**src/hdl/pcg_regs.svh**
```systemverilog
// constants for the peripheral clock gate block: offsets, fields, resets
// assumes byte addresses on an 8-bit register port and 32-bit data
`ifndef PCG_REGS_SVH
`define PCG_REGS_SVH

// register byte addresses
`define PCG_GATE0_ADDR 8'h24
`define PCG_BLOCKED_ADDR 8'h28
`define PCG_COUNT_ADDR 8'h2C

// gate register layout
`define PCG_GATE_RESET 32'hFFFF_F800
`define PCG_RW_MASK 32'h1087_A000
`define PCG_RO_ONES 32'hEF78_5800

// gating bit positions, one per peripheral
`define PCG_BIT_SB0 5'h0D
`define PCG_BIT_SB1 5'h1C
`define PCG_BIT_CONV 5'h17
`define PCG_BIT_TIMER_ZERO_CLOCK_OFF 5'h0F
`define PCG_BIT_TIMER_ONE_CLOCK_OFF 5'h10
`define PCG_BIT_TIMER_TWO_CLOCK_OFF 5'h11
`define PCG_BIT_TIMER_THREE_CLOCK_OFF 5'h12

// peripheral slot numbers inside the gated vector
`define PCG_SLOT_SB0 3'h0
`define PCG_SLOT_SB1 3'h1
`define PCG_SLOT_CONV 3'h2
`define PCG_SLOT_TIMER_ZERO_CLOCK_OFF 3'h3
`define PCG_SLOT_TIMER_ONE_CLOCK_OFF 3'h4
`define PCG_SLOT_TIMER_TWO_CLOCK_OFF 3'h5
`define PCG_SLOT_TIMER_THREE_CLOCK_OFF 3'h6

// misc values
`define PCG_ZERO32 32'h0000_0000
`define PCG_ONE32 32'h0000_0001
`define PCG_NUM_PERIPH 7

`endif

```
**src/hdl/pcg_pkg.sv**
```systemverilog
// types shared by the peripheral clock gate block
// assumes the constants header is compiled alongside
package pcg_pkg;

    // one bit per gated peripheral
    typedef logic [6:0] pcg_periph_vec_t;

    // state of the top level register file
    typedef struct packed {
        logic [31:0] gate;
        logic [6:0] blocked;
        logic [31:0] count;
        logic [31:0] rdata;
    } pcg_top_state_t;

    // state of one glitch-free gate cell
    typedef struct packed {
        logic en;
    } pcg_cell_state_t;

    // state of one access filter
    typedef struct packed {
        logic blocked;
    } pcg_filt_state_t;

endpackage : pcg_pkg

```
**src/hdl/pcg_clock_gate_cell.sv**
```systemverilog
// glitch-free clock gate for one peripheral
// assumes clock_off_in is launched from rising-edge flops of core_clk_in
`timescale 1ns/1ps
module pcg_clock_gate_cell (
    input wire logic core_clk_in,
    input wire logic nrst_in,
    input wire logic clock_off_in,
    output logic gated_clk_out
);
    import pcg_pkg::*;

    pcg_cell_state_t s_q;
    pcg_cell_state_t s_d;

    // enable only moves while the clock is low, so no runt pulse escapes
    always_comb begin
        s_d = s_q;
        s_d.en = ~clock_off_in;
        if (!nrst_in) begin
            s_d.en = 1'b0; // reset state is clock off
        end
    end

    // falling edge retime of the enable
    always_ff @(negedge core_clk_in) begin
        s_q <= s_d;
    end

    assign gated_clk_out = core_clk_in & s_q.en;
endmodule : pcg_clock_gate_cell

```
**src/hdl/pcg_access_filter.sv**
```systemverilog
// bus access filter in front of one gated peripheral
// assumes the upstream decoder raises sel with a one-cycle strobe
`timescale 1ns/1ps
module pcg_access_filter (
    input wire logic core_clk_in,
    input wire logic nrst_in,
    input wire logic clock_off_in,
    input wire logic sel_in,
    input wire logic wr_in,
    input wire logic rd_in,
    output logic wr_out,
    output logic rd_out,
    output logic blocked_out
);
    import pcg_pkg::*;

    pcg_filt_state_t s_q;
    pcg_filt_state_t s_d;

    // strobes pass only to a running peripheral; a stopped one never
    // sees them, so its registers keep whatever they held
    assign wr_out = sel_in & wr_in & ~clock_off_in;
    assign rd_out = sel_in & rd_in & ~clock_off_in;

    // refused access is reported one cycle later
    always_comb begin
        s_d = s_q;
        s_d.blocked = sel_in & (wr_in | rd_in) & clock_off_in;
        if (!nrst_in) begin
            s_d.blocked = 1'b0;
        end
    end

    always_ff @(posedge core_clk_in) begin
        s_q <= s_d;
    end

    assign blocked_out = s_q.blocked;
endmodule : pcg_access_filter

```
**src/hdl/pcg_top.sv**
```systemverilog
// peripheral clock gate, upper 21 bits of the clock-disable register
// assumes one clock, synchronous active-low reset, a plain register port
// and an upstream bus decoder giving a select per gated peripheral
//
// How it works
// - bit 1 stops peripheral clock, 0 runs
// - accesses to stopped peripheral are dropped
// - stopped peripheral keeps its register contents
// - bit 28 gates serial bus one, reset 1
// - bit 13 gates serial bus zero, reset 1
// - bit 23 converter, 15-18 timers, reset 1
//
// Added by the designer: the strobed register port.
`timescale 1ns/1ps
`include "pcg_regs.svh"
module pcg_top #(
    parameter int unsigned BLOCK_CNT_W = 16
) (
    input wire logic core_clk_in,
    input wire logic nrst_in,
    input wire logic [7:0] reg_addr_in,
    input wire logic [31:0] reg_wdata_in,
    input wire logic reg_wr_in,
    input wire logic reg_rd_in,
    output logic [31:0] reg_rdata_out,
    input wire pcg_pkg::pcg_periph_vec_t periph_sel_in,
    input wire logic periph_wr_in,
    input wire logic periph_rd_in,
    output pcg_pkg::pcg_periph_vec_t periph_wr_out,
    output pcg_pkg::pcg_periph_vec_t periph_rd_out,
    output pcg_pkg::pcg_periph_vec_t periph_clk_out,
    output logic serial_bus0_clock_off_out,
    output logic serial_bus1_clock_off_out,
    output logic converter_clock_off_out,
    output logic timer_zero_clock_off_out,
    output logic timer_one_clock_off_out,
    output logic timer_two_clock_off_out,
    output logic timer_three_clock_off_out
);
    import pcg_pkg::*;

    // the count register is 32 bits wide; wider counters cannot be read
    if (BLOCK_CNT_W < 1 || BLOCK_CNT_W > 32) begin : g_bad_cnt_w
        $error("BLOCK_CNT_W must lie between 1 and 32");
    end

    // saturation value of the refused-access counter
    localparam logic [31:0] CNT_MAX =
        (BLOCK_CNT_W == 32) ? 32'hFFFF_FFFF
                            : ((`PCG_ONE32 << BLOCK_CNT_W) - `PCG_ONE32);

    pcg_top_state_t s_q;
    pcg_top_state_t s_d;

    pcg_periph_vec_t clock_off;
    pcg_periph_vec_t blocked_evt;

    // gating bit position of each peripheral slot
    function automatic logic [4:0] gate_bit(input logic [2:0] slot);
        logic [4:0] pos;
        pos = `PCG_BIT_SB0;
        unique case (slot)
            `PCG_SLOT_SB0: pos = `PCG_BIT_SB0;
            `PCG_SLOT_SB1: pos = `PCG_BIT_SB1;
            `PCG_SLOT_CONV: pos = `PCG_BIT_CONV;
            `PCG_SLOT_TIMER_ZERO_CLOCK_OFF: pos = `PCG_BIT_TIMER_ZERO_CLOCK_OFF;
            `PCG_SLOT_TIMER_ONE_CLOCK_OFF: pos = `PCG_BIT_TIMER_ONE_CLOCK_OFF;
            `PCG_SLOT_TIMER_TWO_CLOCK_OFF: pos = `PCG_BIT_TIMER_TWO_CLOCK_OFF;
            `PCG_SLOT_TIMER_THREE_CLOCK_OFF: pos = `PCG_BIT_TIMER_THREE_CLOCK_OFF;
            default: pos = `PCG_BIT_SB0; // slot 7 does not exist
        endcase
        return pos;
    endfunction : gate_bit

    // visible value of the gate register: writable bits from the flops,
    // read-only bits forced high, bits below the window read zero
    function automatic logic [31:0] gate_view(input logic [31:0] g);
        return (g & `PCG_RW_MASK) | `PCG_RO_ONES;
    endfunction : gate_view

    // address decode used by both the write and the read path
    function automatic logic hit(input logic [7:0] a, input logic [7:0] r);
        return a == r;
    endfunction : hit

    // clock-off level of every slot, straight from the gate register
    always_comb begin
        clock_off = '0;
        for (int i = 0; i < `PCG_NUM_PERIPH; i++) begin
            clock_off[i] = s_q.gate[gate_bit(3'(i))];
        end
    end

    // one gate cell and one access filter per peripheral
    for (genvar g = 0; g < `PCG_NUM_PERIPH; g++) begin : g_periph
        pcg_clock_gate_cell u_cell (
            .core_clk_in(core_clk_in),
            .nrst_in(nrst_in),
            .clock_off_in(clock_off[g]),
            .gated_clk_out(periph_clk_out[g])
        );

        pcg_access_filter u_filt (
            .core_clk_in(core_clk_in),
            .nrst_in(nrst_in),
            .clock_off_in(clock_off[g]),
            .sel_in(periph_sel_in[g]),
            .wr_in(periph_wr_in),
            .rd_in(periph_rd_in),
            .wr_out(periph_wr_out[g]),
            .rd_out(periph_rd_out[g]),
            .blocked_out(blocked_evt[g])
        );
    end

    // register file, refused-access flags and counter
    always_comb begin
        s_d = s_q;
        s_d.rdata = `PCG_ZERO32; // read data stands one cycle only

        // gate register: only the writable bits take the write
        if (reg_wr_in && hit(reg_addr_in, `PCG_GATE0_ADDR)) begin
            s_d.gate = (s_q.gate & ~`PCG_RW_MASK)
                     | (reg_wdata_in & `PCG_RW_MASK);
        end

        // refused-access flags: write one to clear, a new event wins
        if (reg_wr_in && hit(reg_addr_in, `PCG_BLOCKED_ADDR)) begin
            s_d.blocked = s_q.blocked & ~reg_wdata_in[6:0];
        end
        s_d.blocked = s_d.blocked | blocked_evt;

        // counter: any write clears it, an event in the same cycle
        // still counts so none is lost; it sticks at its top value
        if (reg_wr_in && hit(reg_addr_in, `PCG_COUNT_ADDR)) begin
            s_d.count = `PCG_ZERO32;
        end
        if (|blocked_evt && s_d.count != CNT_MAX) begin
            s_d.count = s_d.count + `PCG_ONE32;
        end

        // read path: unmapped addresses answer zero
        if (reg_rd_in) begin
            unique case (1'b1)
                hit(reg_addr_in, `PCG_GATE0_ADDR):
                    s_d.rdata = gate_view(s_q.gate);
                hit(reg_addr_in, `PCG_BLOCKED_ADDR):
                    s_d.rdata = {25'h0000000, s_q.blocked};
                hit(reg_addr_in, `PCG_COUNT_ADDR):
                    s_d.rdata = s_q.count;
                default:
                    s_d.rdata = `PCG_ZERO32;
            endcase
        end

        // every peripheral starts with its clock stopped
        if (!nrst_in) begin
            s_d.gate = `PCG_GATE_RESET;
            s_d.blocked = '0;
            s_d.count = `PCG_ZERO32;
            s_d.rdata = `PCG_ZERO32;
        end
    end

    // single state register
    always_ff @(posedge core_clk_in) begin
        s_q <= s_d;
    end

    assign reg_rdata_out = s_q.rdata;

    // per-peripheral status levels, all from the gate register flops
    assign serial_bus0_clock_off_out = clock_off[`PCG_SLOT_SB0];
    assign serial_bus1_clock_off_out = clock_off[`PCG_SLOT_SB1];
    assign converter_clock_off_out = clock_off[`PCG_SLOT_CONV];
    assign timer_zero_clock_off_out = clock_off[`PCG_SLOT_TIMER_ZERO_CLOCK_OFF];
    assign timer_one_clock_off_out = clock_off[`PCG_SLOT_TIMER_ONE_CLOCK_OFF];
    assign timer_two_clock_off_out = clock_off[`PCG_SLOT_TIMER_TWO_CLOCK_OFF];
    assign timer_three_clock_off_out = clock_off[`PCG_SLOT_TIMER_THREE_CLOCK_OFF];
endmodule : pcg_top

```
**config.mk**
```make
export PLATFORM = sky130hd
export DESIGN_NAME = pcg_top
export DESIGN_NICKNAME = d
export VERILOG_FILES = /design/src/hdl/pcg_pkg.sv /design/src/hdl/pcg_clock_gate_cell.sv /design/src/hdl/pcg_access_filter.sv /design/src/hdl/pcg_top.sv
export VERILOG_INCLUDE_DIRS = /design/src /design/src/hdl
export SDC_FILE = /design/constraint.sdc
export NUM_CORES = 1
export LEC_CHECK = 0
export BUFFER_PORTS_ARGS = -buffer_cell sky130_fd_sc_hd__buf_2
export CORE_ASPECT_RATIO = 0.8
export CORE_MARGIN = 4
export CORE_UTILIZATION = 40
export DETAILED_ROUTE_END_ITERATION = 10
export GPL_TIMING_DRIVEN = 0
export PLACE_DENSITY = 0.66
export SLEW_MARGIN = 30
export SYNTH_ARGS = -nofsm -noshare
export SYNTH_HDL_FRONTEND = slang
export SYNTH_SLANG_ARGS = --single-unit
```
**constraint.sdc**
```tcl
create_clock -name core_clk_in -period 2.4 [get_ports core_clk_in]
set_input_delay 0.6 -clock core_clk_in [delete_from_list [all_inputs] [get_ports core_clk_in]]
set_output_delay 0.6 -clock core_clk_in [all_outputs]
set_load 0.02 [all_outputs]
```
==> results of run 1 <==
## power groups by stage
stage | registers [mW] | logic, mW | clock network, mW
2_1_floorplan | 1.59 | 0.0877 | 0.0227
3_3_place_gp | 1.60 | 0.149 | 0.0229
3_5_place_dp | 1.60 | 0.151 | 0.0229
4_1_cts | 1.57 | 0.156 | 1.90
5_1_grt | 1.57 | 0.175 | 2.00
6_report | 1.57 | 0.158 | 1.87
## timing repair
| action | CTS | global route |
|---|---|---|
| buffers inserted | 2 | 4 |
| pin swaps | 7 | 4 |
| gates resized for setup | 26 | 7 |
| setup endpoints to repair | 37 | 39 |
## through the flow
stage | TNS (ns) | setup slack (ns) | instance area, um2 | utilization, % | hold WS (ns)
CTS | -3.43 | -0.503 | 5410 | 52.4 | 0.362
floorplan | -0.000188 | -0.000188 | 4270 | - | 0.441
detailed placement | -20.07 | -0.529 | 4910 | 47.5 | 0.456
global route | -3.70 | -0.545 | 5440 | 52.7 | 0.375
global placement | -18.02 | -0.479 | 4910 | 47.5 | 0.452
finish | -3.39 | -0.502 | 5440 | 52.7 | 0.367
## critical path, stage by stage, from the launching register on
cell and delay, ns:
dfxtp_2 0.31, and2_4 0.13, buf_6 0.12
## logic make-up after synthesis
kind of cell	count (synthesis)
AOI/OAI and AO/OA	76
DFF	92
buffers and inverters	81
muxes	10
and+or+nand+nor	229
xor gates and xnor gates	4
## routing by layer
layer | GRT usage, % | vias to the layer above | wire length [um]
li1 | - | 1935 | -
met1 | 25.6 | 1852 | 5030
met2 | 29.4 | 217 | 5260
met3 | 7.15 | 20 | 1150
met4 | 7.91 | 0 | 180
met5 | 0 | - | 0
## cell type report
type                       count  area (um2)
clock buffer                  21         408
tap                          140         175
timing repair buffer          91         470
buffer                        67         458
multi-input combinational    319        1950
fill                         986        4880
sequential                    92        1850
clock inverter                14         120
inverter                       4        15.0
## synth_stat cells (2+ instances only)
cell type | count | area share [%]
mux2i_1 | 10 | 2.4
nor4_1 | 10 | 1.5
a22oi_1 | 7 | 1.2
buf_1 | 2 | 0.18
or2_2 | 3 | 0.44
a21boi_0 | 7 | 1.2
a31oi_1 | 2 | 0.29
xnor2_1 | 2 | 0.41
nor2_1 | 62 | 5.5
clkbuf_1 | 16 | 1.4
or3_1 | 9 | 1.3
inv_1 | 5 | 0.44
nand3_1 | 25 | 2.9
buf_2 | 3 | 0.35
o31ai_1 | 11 | 1.9
o311ai_0 | 2 | 0.41
a211oi_1 | 2 | 0.35
o21ai_0 | 11 | 1.3
o211ai_1 | 2 | 0.35
and3b_1 | 14 | 2.9
buf_4 | 53 | 9.4
nor3_1 | 10 | 1.2
dfxtp_1 | 92 | 43
or4_1 | 8 | 1.4
and2_1 | 11 | 1.6
a21oi_1 | 19 | 2.2
o21a_1 | 7 | 1.2
nand2_1 | 32 | 2.8
buf_6 | 2 | 0.53
xor2_1 | 2 | 0.41
and3_1 | 16 | 2.4
and4_1 | 4 | 0.82
nand4_1 | 17 | 2.5
## flip-flops by register name, indices dropped and copies added (netlist names)
name,count
g_periph.u_cell.s_q,7
g_periph.u_filt.blocked_out,7
reg_rdata_out,32
s_q,46
## worst max path at each step
stage / end / cells past startpoint
floorplan: s_q[55] / 7
CTS: periph_clk_out[5] / 2
global route: periph_clk_out[3] / 2
finish: periph_clk_out[4] / 2
global placement: s_q[33] / 6
detailed placement: s_q[33] / 6
==> results.sh, run 1 <==
export IMPL_status="finished with violations"
export IMPL_violations="setup timing"
export IMPL_hpwlAfterDp_mm=8.49
export IMPL_pwr_share_seq_pct=43.6
export IMPL_startpoint="g_periph[4].u_cell.s_q"
export IMPL_synth_nets=545
export IMPL_synthXorXnorAreaFrac_pct=0.825
export IMPL_drtAntennaViolNets=0
export IMPL_netlist_instances=492
export IMPL_drc=0
export IMPL_final_cell_mix="dfxtp_1, buf_2, nor2_1"
export IMPL_slew_violations=0
export IMPL_initialDrtViolationCount=282
export IMPL_core_area_mm2=0.0103
export IMPL_worstMarginPinSlew_ns=0.782
export IMPL_grt_pass1_wl_mm=19.0
export IMPL_io_pins=113
export IMPL_synth_fa_ha_area_share_pct=0
export IMPL_antenna_cells=0
export IMPL_whs_endpoint="s_q[88]"
export IMPL_cts_tree="yes"
export IMPL_end_kind="output port"
export IMPL_synth_area_mm2=0.00425
export IMPL_p_int_mw=2.67
export IMPL_power_density_mw_per_mm2=661
export IMPL_gp_congestion=0.904
export IMPL_ys_seq_area_share_pct=43.4
export IMPL_hold_viol=0
export IMPL_reg2reg_to="s_q[55]"
export IMPL_fin_cells=748
export IMPL_grt_overflow_total=0
export IMPL_antenna_found_initial=0
export IMPL_ys_flop_type="dfxtp_1"
export IMPL_synth_edf_count=0
export IMPL_dieArea_mm2=0.0123
export IMPL_power_switching_mw=0.927
export IMPL_worstSetupStartpointType="register"
export IMPL_synth_simple_area_share_pct=29.3
export IMPL_ir_drop_v=0.000680
export IMPL_fp_dieH_um=100
export IMPL_fin_nets=655
export IMPL_route_vias_total=4024
export IMPL_max_slew_margin_rel_pct=47.5
export IMPL_critPathArrivalTime_ns=2.30
export IMPL_synth_compound_area_share_pct=11.9
export IMPL_fin_ws_ns=-0.502
export IMPL_hold_buffers=0
export IMPL_fp_dieW_um=123
export IMPL_wl_per_cell_um=15.5
export IMPL_clock_latency_ns=0.54
export IMPL_yosysWarnings=0
export IMPL_grtUsageTotal_pct=19.6
export IMPL_hold_path_startpoint="reg_wdata_in[17]"
export IMPL_first_pass_iters=5
export IMPL_grt_max_degree=20
export IMPL_p_total_mw=3.60
export IMPL_start_util_pct=41.1
export IMPL_skew_ns=0.0804
export IMPL_p_leak_nw=2.40
export IMPL_rr_worst_depth=6
export IMPL_rr_startpoint="s_q[43]"
export IMPL_path_clk_slew_ns=0.08
export IMPL_syn2layout_area_growth_pct=28.1
export IMPL_fp_row_count=33
export IMPL_p_comb_share_pct=4.4
export IMPL_portBuffers=92
export IMPL_p_sw_share_pct=25.8
export IMPL_min_path_cells=3
export IMPL_wirelength_mm=11.6
export IMPL_synth_distinct_cells=47
export IMPL_dp_cells=724
export IMPL_synth_area_mux_share_pct=2.36
export IMPL_via_per_inst=5.38
export IMPL_reg2reg_slack_ns=0.09
export IMPL_async_reset_ff_share_pct=0
export IMPL_clkPwrFrac_pct=52.0
export IMPL_grt_pass1_vias=3927
export IMPL_drive_gt1_share_pct=32.4
export IMPL_path_class="register to output port"
export IMPL_final_common_cell="dfxtp_1"
export IMPL_worst_ep_required_time_ns=1.80
export IMPL_grt_setup_unrepaired="yes"
export IMPL_cap_viol_max_count=0
export IMPL_synth_seq_cells=92
export IMPL_setup_violations=14
export IMPL_cp_max_fo=1
export IMPL_avgSynthCellArea_um2=8.63
export IMPL_hold_path_class="input pin to register"
export IMPL_synth_top_family_by_area="simple AND/OR/NAND/NOR gates"
Note: power is estimated with default switching activity, not from simulation.
==> run 2, diff against run 1 <==
- ABC_AREA: unset -> 1
- CORE_ASPECT_RATIO: 0.8 -> unset
- CORE_UTILIZATION: 40 -> 25
- PLACE_DENSITY: 0.66 -> unset
- PLACE_DENSITY_LB_ADDON: unset -> 0.15
- clock period: 2.4 -> 3.1 ns (I/O delays scaled with it)
==> run 2 against run 1 <==
  * Via count is 19% higher
  * Utilization is 20 points lower
  * Highest routed layer unchanged
  * Setup slack gained 0.18 ns
  * Largest cell class unchanged
  * Largest power group unchanged
  * Power is 3.5% lower
  * The run still ends with setup timing left
  * Cell count up 49%
  * Die area grew 80%
  * Critical endpoint is now periph_clk_out[6]
  * Routed wire length rose by 34%
  * Synthesized cell count is 49% higher
==> results.sh, run 2 <==
export IMPL_hpwlAfterDp_mm=12.1
export IMPL_reg2reg_slack_ns=0.59
export IMPL_syn2layout_area_growth_pct=29.3
export IMPL_async_reset_ff_share_pct=0
export IMPL_ys_seq_area_share_pct=37.0
export IMPL_wl_per_cell_um=13.9
export IMPL_avgSynthCellArea_um2=6.79
export IMPL_fp_dieH_um=149
export IMPL_fin_setup_tns_ns=-2.23
export IMPL_antenna_found_initial=0
export IMPL_grtUsageTotal_pct=14.6
export IMPL_reg2reg_to="g_periph[2].u_cell.s_q"
export IMPL_cts_setup_buffers=0
export IMPL_grt_max_degree=16
export IMPL_synth_nets=786
export IMPL_cp_max_fo=1
export IMPL_power_density_mw_per_mm2=540
export IMPL_cap_viol_max_count=0
export IMPL_synth_seq_cells=92
export IMPL_synth_edf_count=0
export IMPL_first_pass_iters=5
export IMPL_critPathArrivalTime_ns=2.65
export IMPL_violations="setup timing"
export IMPL_grt_overflow_total=0
export IMPL_final_cell_mix="nand2_1, nor2_1, buf_2"
export IMPL_skew_ns=0.224
export IMPL_cts_tree="yes"
export IMPL_hold_path_class="input pin to register"
export IMPL_yosysWarnings=0
export IMPL_synth_top_area_share_pct=37.0
export IMPL_fp_row_count=51
export IMPL_hold_viol=0
export IMPL_busiest_layer="met2"
export IMPL_min_path_cells=3
export IMPL_grt_setup_unrepaired="yes"
export IMPL_io_pins=113
export IMPL_gp_congestion=0.855
export IMPL_netlist_instances=733
export IMPL_status="finished with violations"
export IMPL_synthTopCellsByArea="dfxtp_1, nand2_1, nor2_1, buf_4, nand3_1"
export IMPL_max_slew_margin_rel_pct=52.7
export IMPL_worstSetupStartpointType="register"
export IMPL_path_clk_slew_ns=0.06
export IMPL_regMostFlops="s_q"
export IMPL_dieArea_mm2=0.0222
export IMPL_ir_drop_v=0.000281
export IMPL_drc=0
export IMPL_slew_violations=0
export IMPL_synth_top_area_cell="dfxtp_1"
export IMPL_via_per_inst=4.29
export IMPL_synth_commonest_cells="nand2_1, nor2_1, dfxtp_1"
export IMPL_use_met2_pct=21.8
export IMPL_hold_path_startpoint="reg_wdata_in[28]"
export IMPL_antenna_cells=0
export IMPL_clock_latency_ns=0.80
export IMPL_rr_startpoint="s_q[94]"
export IMPL_p_total_mw=3.47
export IMPL_drive_gt1_share_pct=27.3
export IMPL_grtUsageMet1_pct=19.1
export IMPL_synth_area_mm2=0.00497
export IMPL_fin_ws_ns=-0.325
export IMPL_ys_flop_type="dfxtp_1"
export IMPL_core_area_mm2=0.0195
export IMPL_largest_reg_flops=46
export IMPL_grt_pass1_wl_mm=24.6
export IMPL_p_leak_nw=2.98
export IMPL_setup_violations=14
export IMPL_end_kind="output port"
export IMPL_path_class="register to output port"
export IMPL_yosysMostFrequentCell="nand2_1"
export IMPL_fillers=2176
export IMPL_final_common_cell="nand2_1"
export IMPL_hold_worst_slack_ns=0.180
export IMPL_seq_area_mm2=0.00185
export IMPL_initialDrtViolationCount=253
export IMPL_whs_endpoint="s_q[99]"
export IMPL_worst_ep_required_time_ns=2.32
export IMPL_worstMarginPinSlew_ns=0.709
export IMPL_route_vias_total=4796
export IMPL_use_met3_pct=4.68
export IMPL_synth_distinct_cells=30
export IMPL_fin_nets=900
export IMPL_portBuffers=93
export IMPL_hold_buffers=0
export IMPL_wirelength_mm=15.6
export IMPL_start_util_pct=25.5
export IMPL_rr_worst_depth=1
export IMPL_grt_pass1_vias=4663
export IMPL_fp_dieW_um=149
export IMPL_multi_input_area_mm2=0.00229
export IMPL_drtAntennaViolNets=0
-- run 2: changes by cell type after synthesis, sizes merged, moves of 14 or more --
| cell | delta |
|---|---|
| nor2 | +52 |
| nand2 | +151 |
| a21oi | +30 |
| nor3 | +18 |
| nand3 | +49 |
| and3b | -14 |
| inv | +72 |
| and3 | -16 |
-- run 2: final cells by class --
class / count / share of cell area [%]
clock buffers: 28 / 9.40
clock inverters: 22 / 2.63
flip-flops and latches: 92 / 28.7
plain buffers: 72 / 7.76
inverters: 69 / 4.03
multi-input cells: 484 / 35.6
well taps: 265 / 5.16
repair buffers: 86 / 6.69
-- run 2: logic make-up after synthesis --
kind of cell           Yosys count  share of synthesized area [%]
flip-flops                      92                           37.0
AND/OR/NAND/NOR                410                           36.5
XOR/XNOR                         5                          0.880
buffers and inverters          157                           17.0
AO/OA/AOI/OAI                   69                           8.65
-- run 2: worst max-delay path by stage --
stage | start | end | slack [ns] | cells after the start
after floorplan | nrst_in | g_periph[0].u_cell.s_q | 0.22 | 3
after global placement | nrst_in | g_periph[2].u_cell.s_q | -0.18 | 4
after detailed placement | nrst_in | g_periph[2].u_cell.s_q | -0.18 | 4
after CTS | g_periph[6].u_cell.s_q | periph_clk_out[6] | -0.64 | 3
after global routing | g_periph[0].u_cell.s_q | periph_clk_out[0] | -0.38 | 3
final | g_periph[6].u_cell.s_q | periph_clk_out[6] | -0.33 | 3
-- run 2: report_power, final --
part / switching, mW / total, mW / leakage, nW / internal (mW)
clock network: 0.688 / 2.12 / 0.460 / 1.43
registers: 0.0107 / 1.21 / 0.746 / 1.20
logic: 0.0951 / 0.144 / 1.77 / 0.0485
-- run 2: stage by stage --
stage	area [um2]	instances	utilization, %	setup slack (ns)
after CTS	6450	1120	33.0	-0.644
after global placement	5770	1091	29.6	-0.181
after detailed placement	5770	1091	29.6	-0.181
after global routing	6430	1118	32.9	-0.383
final	6430	1118	32.9	-0.325
after floorplan	4970	733	-	0.216
-- run 2: routing by layer --
metal / vias to the layer above / wire (um)
li1: 2492 / -
met1: 2175 / 7290
met2: 110 / 7160
met3: 19 / 878
met4: 0 / 269
met5: - / 0
-- run 2: worst max-delay path, cell delays in order, from the launching register on --
cell,delay [ns]
dfxtp_2,0.31
nand2_2,0.06
inv_2,0.03
buf_6,0.12
-- run 2: what timing repair did --
item	in CTS	in global routing
pin swaps	7	2
gates resized for setup	15	9
endpoints found under the setup margin	14	14
